[src/verilog/fir_pkg.sv]
// Behaviour
// - input samples are signed, 4..27 bits wide (asymmetric) or 4..26 (symmetric).
// - the tap count is 3..96 (asymmetric) or 6..192 (symmetric).
// - asymmetric filters give every tap its own coefficient and multiply.
// - symmetric filters fold the delay line so one coefficient serves two taps.
// - symmetric pre-adders sum the two folded samples with one bit of growth.
// - the pre-adder pipeline option adds a flop after the pre-adder.
// - the multiplier pipeline option adds a flop after each multiplier.
// - asymmetric-response mode turns the folded pre-adders into subtracters.
// - each tap coefficient is a signed 18-bit value fed to the A operand.
package fir_pkg;
    // =========================================================
    // arithmetic limits
    localparam int COEF_W        = 18;
    localparam int DW_MIN        = 4;
    localparam int DW_MAX_ASYM   = 27;
    localparam int DW_MAX_SYM    = 26;
    localparam int TAPS_MIN_ASYM = 3;
    localparam int TAPS_MAX_ASYM = 96;
    localparam int TAPS_MIN_SYM  = 6;
    localparam int TAPS_MAX_SYM  = 192;
    localparam int FIFO_DEPTH    = 8;
    localparam int CLK_PERIOD_NS = 4;

    // =========================================================
    // register map
    localparam int          ADDR_W       = 12;
    localparam logic [11:0] REG_CTRL     = 12'h000;
    localparam logic [11:0] REG_STATUS   = 12'h004;
    localparam logic [11:0] REG_COUNT    = 12'h008;
    localparam int          CTRL_EN_BIT  = 0;
    localparam int          CTRL_CLR_BIT = 1;
    localparam logic        CTRL_EN_RST  = 1'h1;
    localparam int          ST_EN_BIT    = 0;
    localparam int          ST_FULL_BIT  = 1;
    localparam int          ST_PEND_BIT  = 2;
    localparam int          ST_LVL_LSB   = 4;

    // status word fields
    typedef struct packed {
        logic [3:0] level;
        logic       pend;
        logic       full;
        logic       en;
    } status_t;
endpackage : fir_pkg

[src/verilog/fir_filter.sv]
`timescale 1ns/10ps

// =============================================================
// result fifo
module fir_fifo #(
    parameter int W = 8,
    parameter int D = 8
) (
    input  wire logic         mclk_i,
    input  wire logic         rst_n_i,
    input  wire logic         in_valid_i,
    output logic              in_ready_o,
    input  wire logic [W-1:0] in_data_i,
    output logic              out_valid_o,
    input  wire logic         out_ready_i,
    output logic [W-1:0]      out_data_o,
    output logic [$clog2(D):0] level_o
);
    localparam int PW = $clog2(D);

    typedef struct packed {
        logic [D-1:0][W-1:0] mem;
        logic [PW-1:0]       wp;
        logic [PW-1:0]       rp;
        logic [PW:0]         cnt;
    } fifo_st_t;

    fifo_st_t st_ff;
    fifo_st_t nxt_st;
    logic     wr;
    logic     rd;

    // honest flags straight from the count
    assign in_ready_o  = (st_ff.cnt != (PW+1)'(D));
    assign out_valid_o = (st_ff.cnt != '0);
    assign out_data_o  = st_ff.mem[st_ff.rp];
    assign level_o     = st_ff.cnt;
    assign wr          = in_valid_i && in_ready_o;
    assign rd          = out_valid_o && out_ready_i;

    // pointer wrap works for any depth, not only powers of two
    always_comb begin
        nxt_st = st_ff;
        if (wr) begin
            nxt_st.mem[st_ff.wp] = in_data_i;
            nxt_st.wp = (st_ff.wp == PW'(D-1)) ? '0 : st_ff.wp + 1'b1;
        end
        if (rd) begin
            nxt_st.rp = (st_ff.rp == PW'(D-1)) ? '0 : st_ff.rp + 1'b1;
        end
        nxt_st.cnt = st_ff.cnt + (PW+1)'(wr) - (PW+1)'(rd);
    end

    always_ff @(posedge mclk_i or negedge rst_n_i) begin
        if (!rst_n_i) begin
            st_ff <= '0;
        end else begin
            st_ff <= nxt_st;
        end
    end
endmodule : fir_fifo

// =============================================================
// fir filter top
module fir_filter
    import fir_pkg::*;
#(
    parameter int   DW        = 16,
    parameter int   NTAPS     = 8,
    parameter bit   SYMMETRIC = 1'b0,
    parameter bit   ASYM_RESP = 1'b0,
    parameter bit   PRE_PIPE  = 1'b0,
    parameter bit   MUL_PIPE  = 1'b0,
    parameter int   NMUL      = SYMMETRIC ? NTAPS / 2 : NTAPS,
    parameter int   OW        = DW + 1 + COEF_W + $clog2(NMUL),
    parameter logic [NTAPS-1:0][COEF_W-1:0] COEF =
        {NTAPS{COEF_W'(1)}}
) (
    input  wire logic          mclk_i,
    input  wire logic          reset_n_i,
    input  wire logic          psel_i,
    input  wire logic          penable_i,
    input  wire logic          pwrite_i,
    input  wire logic [11:0]   paddr_i,
    input  wire logic [31:0]   pwdata_i,
    input  wire logic [3:0]    pstrb_i,
    output logic [31:0]        prdata_o,
    output logic               pready_o,
    output logic               pslverr_o,
    input  wire logic          s_valid_i,
    output logic               s_ready_o,
    input  wire logic [DW-1:0] s_data_i,
    output logic               m_valid_o,
    input  wire logic          m_ready_i,
    output logic [OW-1:0]      m_data_o
);
    localparam int PW = DW + 1;
    localparam int MW = PW + COEF_W;
    localparam int LW = $clog2(FIFO_DEPTH) + 1;

    typedef struct packed {
        logic                      en;
        logic [31:0]               cnt;
        logic                      ack;
        logic [31:0]               rdata;
        logic [NTAPS-1:0][DW-1:0]  dly;
        logic [NMUL-1:0][PW-1:0]   pre;
        logic [NMUL-1:0][MW-1:0]   prod;
        logic [OW-1:0]             acc;
        logic                      v_dly;
        logic                      v_pre;
        logic                      v_mul;
        logic                      v_out;
    } top_st_t;

    top_st_t                 st_ff;
    top_st_t                 nxt_st;
    logic [1:0]              rst_sync_ff;
    logic                    rst_n;
    logic                    move;
    logic                    accept;
    logic                    f_ready;
    logic [LW-1:0]           f_level;
    logic                    mapped;
    logic                    wr_req;
    logic [NMUL-1:0][PW-1:0] pre_c;
    logic [NMUL-1:0][PW-1:0] pre_u;
    logic [NMUL-1:0][MW-1:0] prod_c;
    logic [NMUL-1:0][MW-1:0] prod_u;
    logic [OW-1:0]           sum_c;
    logic                    v_pre_u;
    logic                    v_mul_u;
    status_t                 stat;

    // =========================================================
    // reset release: async assert, two-flop release
    always_ff @(posedge mclk_i or negedge reset_n_i) begin
        if (!reset_n_i) begin
            rst_sync_ff <= 2'h0;
        end else begin
            rst_sync_ff <= {rst_sync_ff[0], 1'b1};
        end
    end
    assign rst_n = rst_sync_ff[1];

    // =========================================================
    // stream handshake: whole pipe stalls when the fifo backs up
    assign move      = !st_ff.v_out || f_ready;
    assign s_ready_o = st_ff.en && move;
    assign accept    = s_valid_i && s_ready_o;

    // =========================================================
    // arithmetic datapath
    always_comb begin
        sum_c = '0;
        for (int i = 0; i < NMUL; i++) begin
            if (SYMMETRIC) begin
                // folded pair, one bit of growth
                if (ASYM_RESP) begin
                    pre_c[i] = PW'($signed(st_ff.dly[i]))
                             - PW'($signed(st_ff.dly[NTAPS-1-i]));
                end else begin
                    pre_c[i] = PW'($signed(st_ff.dly[i]))
                             + PW'($signed(st_ff.dly[NTAPS-1-i]));
                end
            end else begin
                pre_c[i] = PW'($signed(st_ff.dly[i]));
            end
            pre_u[i]  = PRE_PIPE ? st_ff.pre[i] : pre_c[i];
            prod_c[i] = MW'($signed(pre_u[i]) * $signed(COEF[i]));
            prod_u[i] = MUL_PIPE ? st_ff.prod[i] : prod_c[i];
            sum_c     = sum_c + OW'($signed(prod_u[i]));
        end
    end

    assign v_pre_u = PRE_PIPE ? st_ff.v_pre : st_ff.v_dly;
    assign v_mul_u = MUL_PIPE ? st_ff.v_mul : v_pre_u;

    // =========================================================
    // apb decode; answer one cycle into the access phase
    assign mapped = (paddr_i == REG_CTRL) || (paddr_i == REG_STATUS)
                 || (paddr_i == REG_COUNT);
    assign wr_req = psel_i && penable_i && st_ff.ack && pwrite_i;
    assign pready_o  = st_ff.ack;
    assign pslverr_o = st_ff.ack && !mapped;
    assign prdata_o  = st_ff.rdata;
    assign stat.en    = st_ff.en;
    assign stat.full  = !f_ready;
    assign stat.pend  = st_ff.v_dly || st_ff.v_pre || st_ff.v_mul
                     || st_ff.v_out;
    assign stat.level = 4'(f_level);

    // =========================================================
    // next state
    always_comb begin
        nxt_st     = st_ff;
        nxt_st.ack = psel_i && penable_i && !st_ff.ack;
        if (psel_i && penable_i && !st_ff.ack && !pwrite_i) begin
            unique case (paddr_i)
                REG_CTRL:   nxt_st.rdata = 32'(st_ff.en);
                REG_STATUS: begin
                    // fields go to their map positions, not packed order
                    nxt_st.rdata                  = 32'h0;
                    nxt_st.rdata[ST_EN_BIT]       = stat.en;
                    nxt_st.rdata[ST_FULL_BIT]     = stat.full;
                    nxt_st.rdata[ST_PEND_BIT]     = stat.pend;
                    nxt_st.rdata[ST_LVL_LSB +: 4] = stat.level;
                end
                REG_COUNT:  nxt_st.rdata = st_ff.cnt;
                default:    nxt_st.rdata = 32'h0;
            endcase
        end
        // write lands only on the edge that sees pready high
        if (wr_req && mapped && pstrb_i[0] && paddr_i == REG_CTRL) begin
            nxt_st.en = pwdata_i[CTRL_EN_BIT];
            if (pwdata_i[CTRL_CLR_BIT]) begin
                nxt_st.cnt = 32'h0;
            end
        end
        // a result leaving in the clear cycle still counts
        if (st_ff.v_out && f_ready) begin
            nxt_st.cnt = nxt_st.cnt + 32'h1;
        end
        // delay line shifts only on accepted samples
        if (accept) begin
            nxt_st.dly = {st_ff.dly[NTAPS-2:0], s_data_i};
        end
        if (move) begin
            nxt_st.v_dly = accept;
            nxt_st.pre   = pre_c;
            nxt_st.v_pre = st_ff.v_dly;
            nxt_st.prod  = prod_c;
            nxt_st.v_mul = v_pre_u;
            nxt_st.acc   = sum_c;
            nxt_st.v_out = v_mul_u;
        end
    end

    // config is parameter-only, so no config flops; these hold the register and pipe state
    always_ff @(posedge mclk_i or negedge rst_n) begin
        if (!rst_n) begin
            st_ff    <= '0;
            st_ff.en <= CTRL_EN_RST;
        end else begin
            st_ff <= nxt_st;
        end
    end

    // =========================================================
    // output buffering
    fir_fifo #(
        .W (OW),
        .D (FIFO_DEPTH)
    ) u_fifo (
        .mclk_i      (mclk_i),
        .rst_n_i     (rst_n),
        .in_valid_i  (st_ff.v_out),
        .in_ready_o  (f_ready),
        .in_data_i   (st_ff.acc),
        .out_valid_o (m_valid_o),
        .out_ready_i (m_ready_i),
        .out_data_o  (m_data_o),
        .level_o     (f_level)
    );

    // =========================================================
    // checks
    logic [3:0] inflight_ff;
    always_ff @(posedge mclk_i or negedge rst_n) begin
        if (!rst_n) begin
            inflight_ff <= 4'h0;
        end else begin
            inflight_ff <= inflight_ff + 4'(accept)
                         - 4'(st_ff.v_out && f_ready);
        end
    end

    AST_DW_RANGE: assert property (@(posedge mclk_i)
        DW >= DW_MIN && DW <= (SYMMETRIC ? DW_MAX_SYM : DW_MAX_ASYM))
        else $error("sample width out of range");
    AST_TAP_RANGE: assert property (@(posedge mclk_i)
        SYMMETRIC ? (NTAPS >= TAPS_MIN_SYM && NTAPS <= TAPS_MAX_SYM)
                  : (NTAPS >= TAPS_MIN_ASYM && NTAPS <= TAPS_MAX_ASYM))
        else $error("tap count out of range");
    AST_DLY_SHIFT: assert property (@(posedge mclk_i) disable iff (!rst_n)
        accept |=> st_ff.dly[0] == $past(s_data_i)
            && st_ff.dly[1] == $past(st_ff.dly[0]))
        else $error("delay line did not shift");
    AST_FOLD: assert property (@(posedge mclk_i) disable iff (!rst_n)
        SYMMETRIC && !ASYM_RESP |-> $signed(pre_c[0]) ==
            $signed(st_ff.dly[0]) + $signed(st_ff.dly[NTAPS-1]))
        else $error("folded pre-add wrong");
    AST_PRESUB: assert property (@(posedge mclk_i) disable iff (!rst_n)
        SYMMETRIC && ASYM_RESP |-> $signed(pre_c[0]) ==
            $signed(st_ff.dly[0]) - $signed(st_ff.dly[NTAPS-1]))
        else $error("pre-subtract wrong");
    AST_PRE_FLOP: assert property (@(posedge mclk_i) disable iff (!rst_n)
        PRE_PIPE && move |=> pre_u == $past(pre_c))
        else $error("pre-adder flop missing");
    AST_MUL_FLOP: assert property (@(posedge mclk_i) disable iff (!rst_n)
        MUL_PIPE && move |=> prod_u == $past(prod_c))
        else $error("multiplier flop missing");
    AST_COEF_A: assert property (@(posedge mclk_i) disable iff (!rst_n)
        $signed(prod_c[NMUL-1]) ==
            $signed(pre_u[NMUL-1]) * $signed(COEF[NMUL-1]))
        else $error("coefficient not on A operand");
    AST_ONE_OUT: assert property (@(posedge mclk_i) disable iff (!rst_n)
        inflight_ff <= 4'h4)
        else $error("outputs do not match inputs");
    AST_NO_PIPE_LAT: assert property (@(posedge mclk_i) disable iff (!rst_n)
        !PRE_PIPE && !MUL_PIPE && accept && move |=>
            move |=> st_ff.v_out)
        else $error("latency wrong");
    AST_CFG_FIXED: assert property (@(posedge mclk_i) disable iff (!rst_n)
        $stable(COEF) && $stable(SYMMETRIC))
        else $error("configuration changed");

    COV_ACCEPT: cover property (@(posedge mclk_i) accept ##1 accept);
    COV_FULL: cover property (@(posedge mclk_i) !f_ready && s_valid_i);
    COV_WRITE: cover property (@(posedge mclk_i) wr_req);
endmodule : fir_filter

[config.mk]
export PLATFORM = sky130hd
export DESIGN_NAME = fir_filter
export DESIGN_NICKNAME = d
export VERILOG_FILES = /design/src/verilog/fir_pkg.sv /design/src/verilog/fir_filter.sv
export SDC_FILE = /design/constraint.sdc
export NUM_CORES = 1
export LEC_CHECK = 0
export ABC_CLOCK_PERIOD_IN_PS = 32600
export BUFFER_PORTS_ARGS = -buffer_cell sky130_fd_sc_hd__buf_4
export CAP_MARGIN = 20
export CORE_MARGIN = 5
export CORE_UTILIZATION = 45
export DETAILED_ROUTE_END_ITERATION = 6
export SYNTH_ARGS = -nofsm -noshare
export SYNTH_HDL_FRONTEND = slang
export SYNTH_SLANG_ARGS = --single-unit
[constraint.sdc]
create_clock -name mclk_i -period 32.6 [get_ports mclk_i]
set_input_delay 1.63 -clock mclk_i [delete_from_list [all_inputs] [get_ports mclk_i]]
set_output_delay 1.63 -clock mclk_i [all_outputs]
set_load 0.01 [all_outputs]
==> metrics.yaml <==
outcome:
  status: "finished, final reports clean"
die:
  dieArea_mm2: 0.0520
  core.rowCount: 79
  start_util_pct: 45.7
  fp.dieW_um: 228
  io_pins: 145
  die-height_um: 228
  core-area_mm2: 0.0468
grt:
  grt_pass1_wl_um: 70300
  grt_max_degree: 186
  antenna_found_initial: 0
  busiest_layer: "met2"
  grt_pass1_vias: 13337
  grt_usage_pct: 16.3
  gr-usage-met1_pct: 22.9
  grtUsageMet2_pct: 27.0
  grtUsageMet3_pct: 2.39
  grt_overflow: 0
hold_path:
  holdCritPathClass: "flip-flop to flip-flop"
  min_path_cells: 0
cells_and_area:
  area_growth_pct: 12.3
  regArea_mm2: 0.0104
  nFillCells: 4148
  fin_nets: 2040
  multi_input_area_mm2: 0.00932
  final_common_cell: "dfrtp_1"
  layout_common_cells: "411 x dfrtp_1, 258 x inv_1, 242 x mux2_2, 156 x nand2_1, 128 x buf_4"
  diodes: 0
  layout-drive-gt1-share_pct: 27.3
clock_network:
  cts_setup_buffers: 0
  clk_pin_slew_ps: 60
  clockBufferDepth: 3
  root_buffer: "clkbuf_16"
  hold_buffers: 0
  htreeDepth: 2
  cts-resized-gates: 0
  cts_buffers: 46
  cts_tree: "yes"
  cts.sinks: 415
  clock_latency_ps: 580
timing:
  fmax_mhz: 208
  fin_crit_ps: 4820
  slew_viol_final: 0
  fin_crit_sh_pct: 14.8
  timing.hold.ws_ps: 349
  setup_tns_ps: 0
  rsz0062_at_grt: "false"
  hold_violations: 0
  worst_slew_pin_slew_ps: 1020
  max_slew_margin_pct: 32.2
  fin_skew_ps: 16.9
  setup_violations: 0
synth:
  yosysTopAreaCellShare_pct: 48.5
  seq_area_frac_synth_pct: 48.6
  async_flop_share_pct: 100
  synth_area_mm2: 0.0214
  synthTopCellsByArea: "dfrtp_1 48%, mux2_2 13%, fa_1 9.5%, mux4_2 4.8%, inv_1 4.5%"
  synth_top_flop_cell: "dfrtp_1"
  netlist_instances: 1780
  ys_types: 68
  yosysWarnings: 0
  synthAdderAreaFrac_pct: 11.3
  synth.avg_cell_area_um2: 12.0
  synth_compound_area_share_pct: 5.96
  synth-simple-area-share_pct: 6.83
  yosysTopAreaCell: "dfrtp_1"
  synthXorXnorAreaFrac_pct: 1.64
  synthesis.nets: 1984
  ys_ff_latch: 415
  synth_top_family_by_area: "multiplexers"
  synth_mux_area_share_pct: 17.7
  synth_edf_count: 0
worst_setup_path:
  critPathMaxStageDelay_ps: 580
  r2r_slack_ps: 27780
  crit_type: "flip-flop to flip-flop"
  slowest_stage: "fa_1"
  path_cells: "inv_1, fa_1, inv_1, fa_1, fa_1, inv_1, fa_1, inv_1, ha_1, a211oi_1, o21ai_0, a32oi_2, o221ai_2, or4b_1, nand3_1"
  reg2reg_depth: 15
  path_depth: 15
  end_kind: "flip-flop"
  start_kind: "flip-flop"
  cp_max_fo: 3
  critPathTopFamily: "adder cells"
  worstPathRequired_ps: 33110
  crit_arrival_ps: 5330
  path_buf_inv: 4
drt:
  drc: 0
  vias: 12621
  totalWireLength_um: 41600
  via_per_inst: 5.10
  ant_nets: 0
  wire_per_inst_um: 16.8
  drt_iter0_drc: 748
  dr.pass1.iters: 4
power:
  sw_frac_of_total_pct: 24.0
  finalPower_w: 0.00114
  p_int_w: 0.000864
  switching_power_w: 0.000274
  irDropWorstVdd_uv: 55.9
  pwr-share-clk_pct: 44.7
  leakage_nw: 11.8
  power_frac_comb_pct: 9.1
  seq_power_share_pct: 46.2
  powerDensity_mw_per_mm2: 47.4
placement:
  routabilityCongestion: 0.780
  placement.io_buffers: 111
  dp_hpwl_um: 27300
flow_run:
  drv_cap: 0
-- per-stage QoR --
step	area, um2	worst slack (ps)	cells	util, %
finish	24000	27780	2477	51.3
global route	24000	27490	2477	51.3
CTS	23900	27780	2474	51.1
detailed placement	22400	27810	2392	48.0
global placement	22400	27810	2392	48.0
floorplan	21400	20180	1780	-
-- power groups by stage --
stage          Clock [W]  Sequential (W)  Combinational [W]
2_1_floorplan          0        0.000541          0.0000716
3_3_place_gp           0        0.000535           0.000105
3_5_place_dp           0        0.000535           0.000106
4_1_cts         0.000527        0.000526           0.000106
5_1_grt         0.000549        0.000527           0.000115
6_report        0.000508        0.000526           0.000104
-- per-layer routing --
layer / vias to the layer above / share of wire (%)
li1: 5979 / -
met1: 6457 / 47
met2: 134 / 48
met3: 51 / 3.0
met4: 0 / 1.9
met5: - / 0
-- kinds of logic after synthesis --
| family | Yosys count |
|---|---|
| flops | 415 |
| xor+xnor | 40 |
| fa+ha+maj | 133 |
| simple gates | 309 |
| compound gates | 209 |
| other cells | 1 |
| mux | 290 |
| buf+inv | 383 |
-- worst paths after layout --
check                               start           endpoint
max reg2reg                      pre_c[3]          st_ff[23]
max in group asynchronous  rst_sync_ff[1]  u_fifo.st_ff[287]
min reg2reg                rst_sync_ff[0]     rst_sync_ff[1]
min                        rst_sync_ff[0]     rst_sync_ff[1]
max                              pre_c[3]          st_ff[23]
min in group asynchronous  rst_sync_ff[1]          pre_c[56]
-- sequential cells by signal, summed over array words and instances (netlist names) --
register and count:
u_fifo.st_ff 190, v_mul_u 1, u_fifo.level_o 4, st_ff 57, pre_c 128, prdata_o 32, rst_sync_ff 2, pready_o 1
-- synth_stat cells (3+ instances only) --
master,instances
a211oi_1,4
a21o_1,8
a21oi_1,27
a22o_1,25
a22oi_1,5
and2_1,7
and3_1,4
buf_1,4
buf_2,34
buf_4,57
clkbuf_1,28
dfrtp_1,414
fa_1,101
ha_1,32
inv_1,258
mux2_2,242
mux4_2,46
nand2_1,157
nand2b_1,4
nand3_1,21
nand4_1,13
nor2_1,51
nor2_2,3
nor2b_1,6
nor3_1,10
nor3b_1,5
nor4_1,8
o21a_1,7
o21ai_0,114
o21bai_1,3
o31ai_1,3
xnor2_1,16
xor2_1,24
-- area by class of cell --
type,count,share of cell area [%]
Sequential cell,415,43.3
Multi-Input combinational cell,982,38.9
Clock buffer,75,5.84
Timing Repair Buffer,132,4.43
Inverter,259,4.05
Tap cell,607,3.17
Clock inverter,7,0.344
Power figures use the tool's default switching activity.
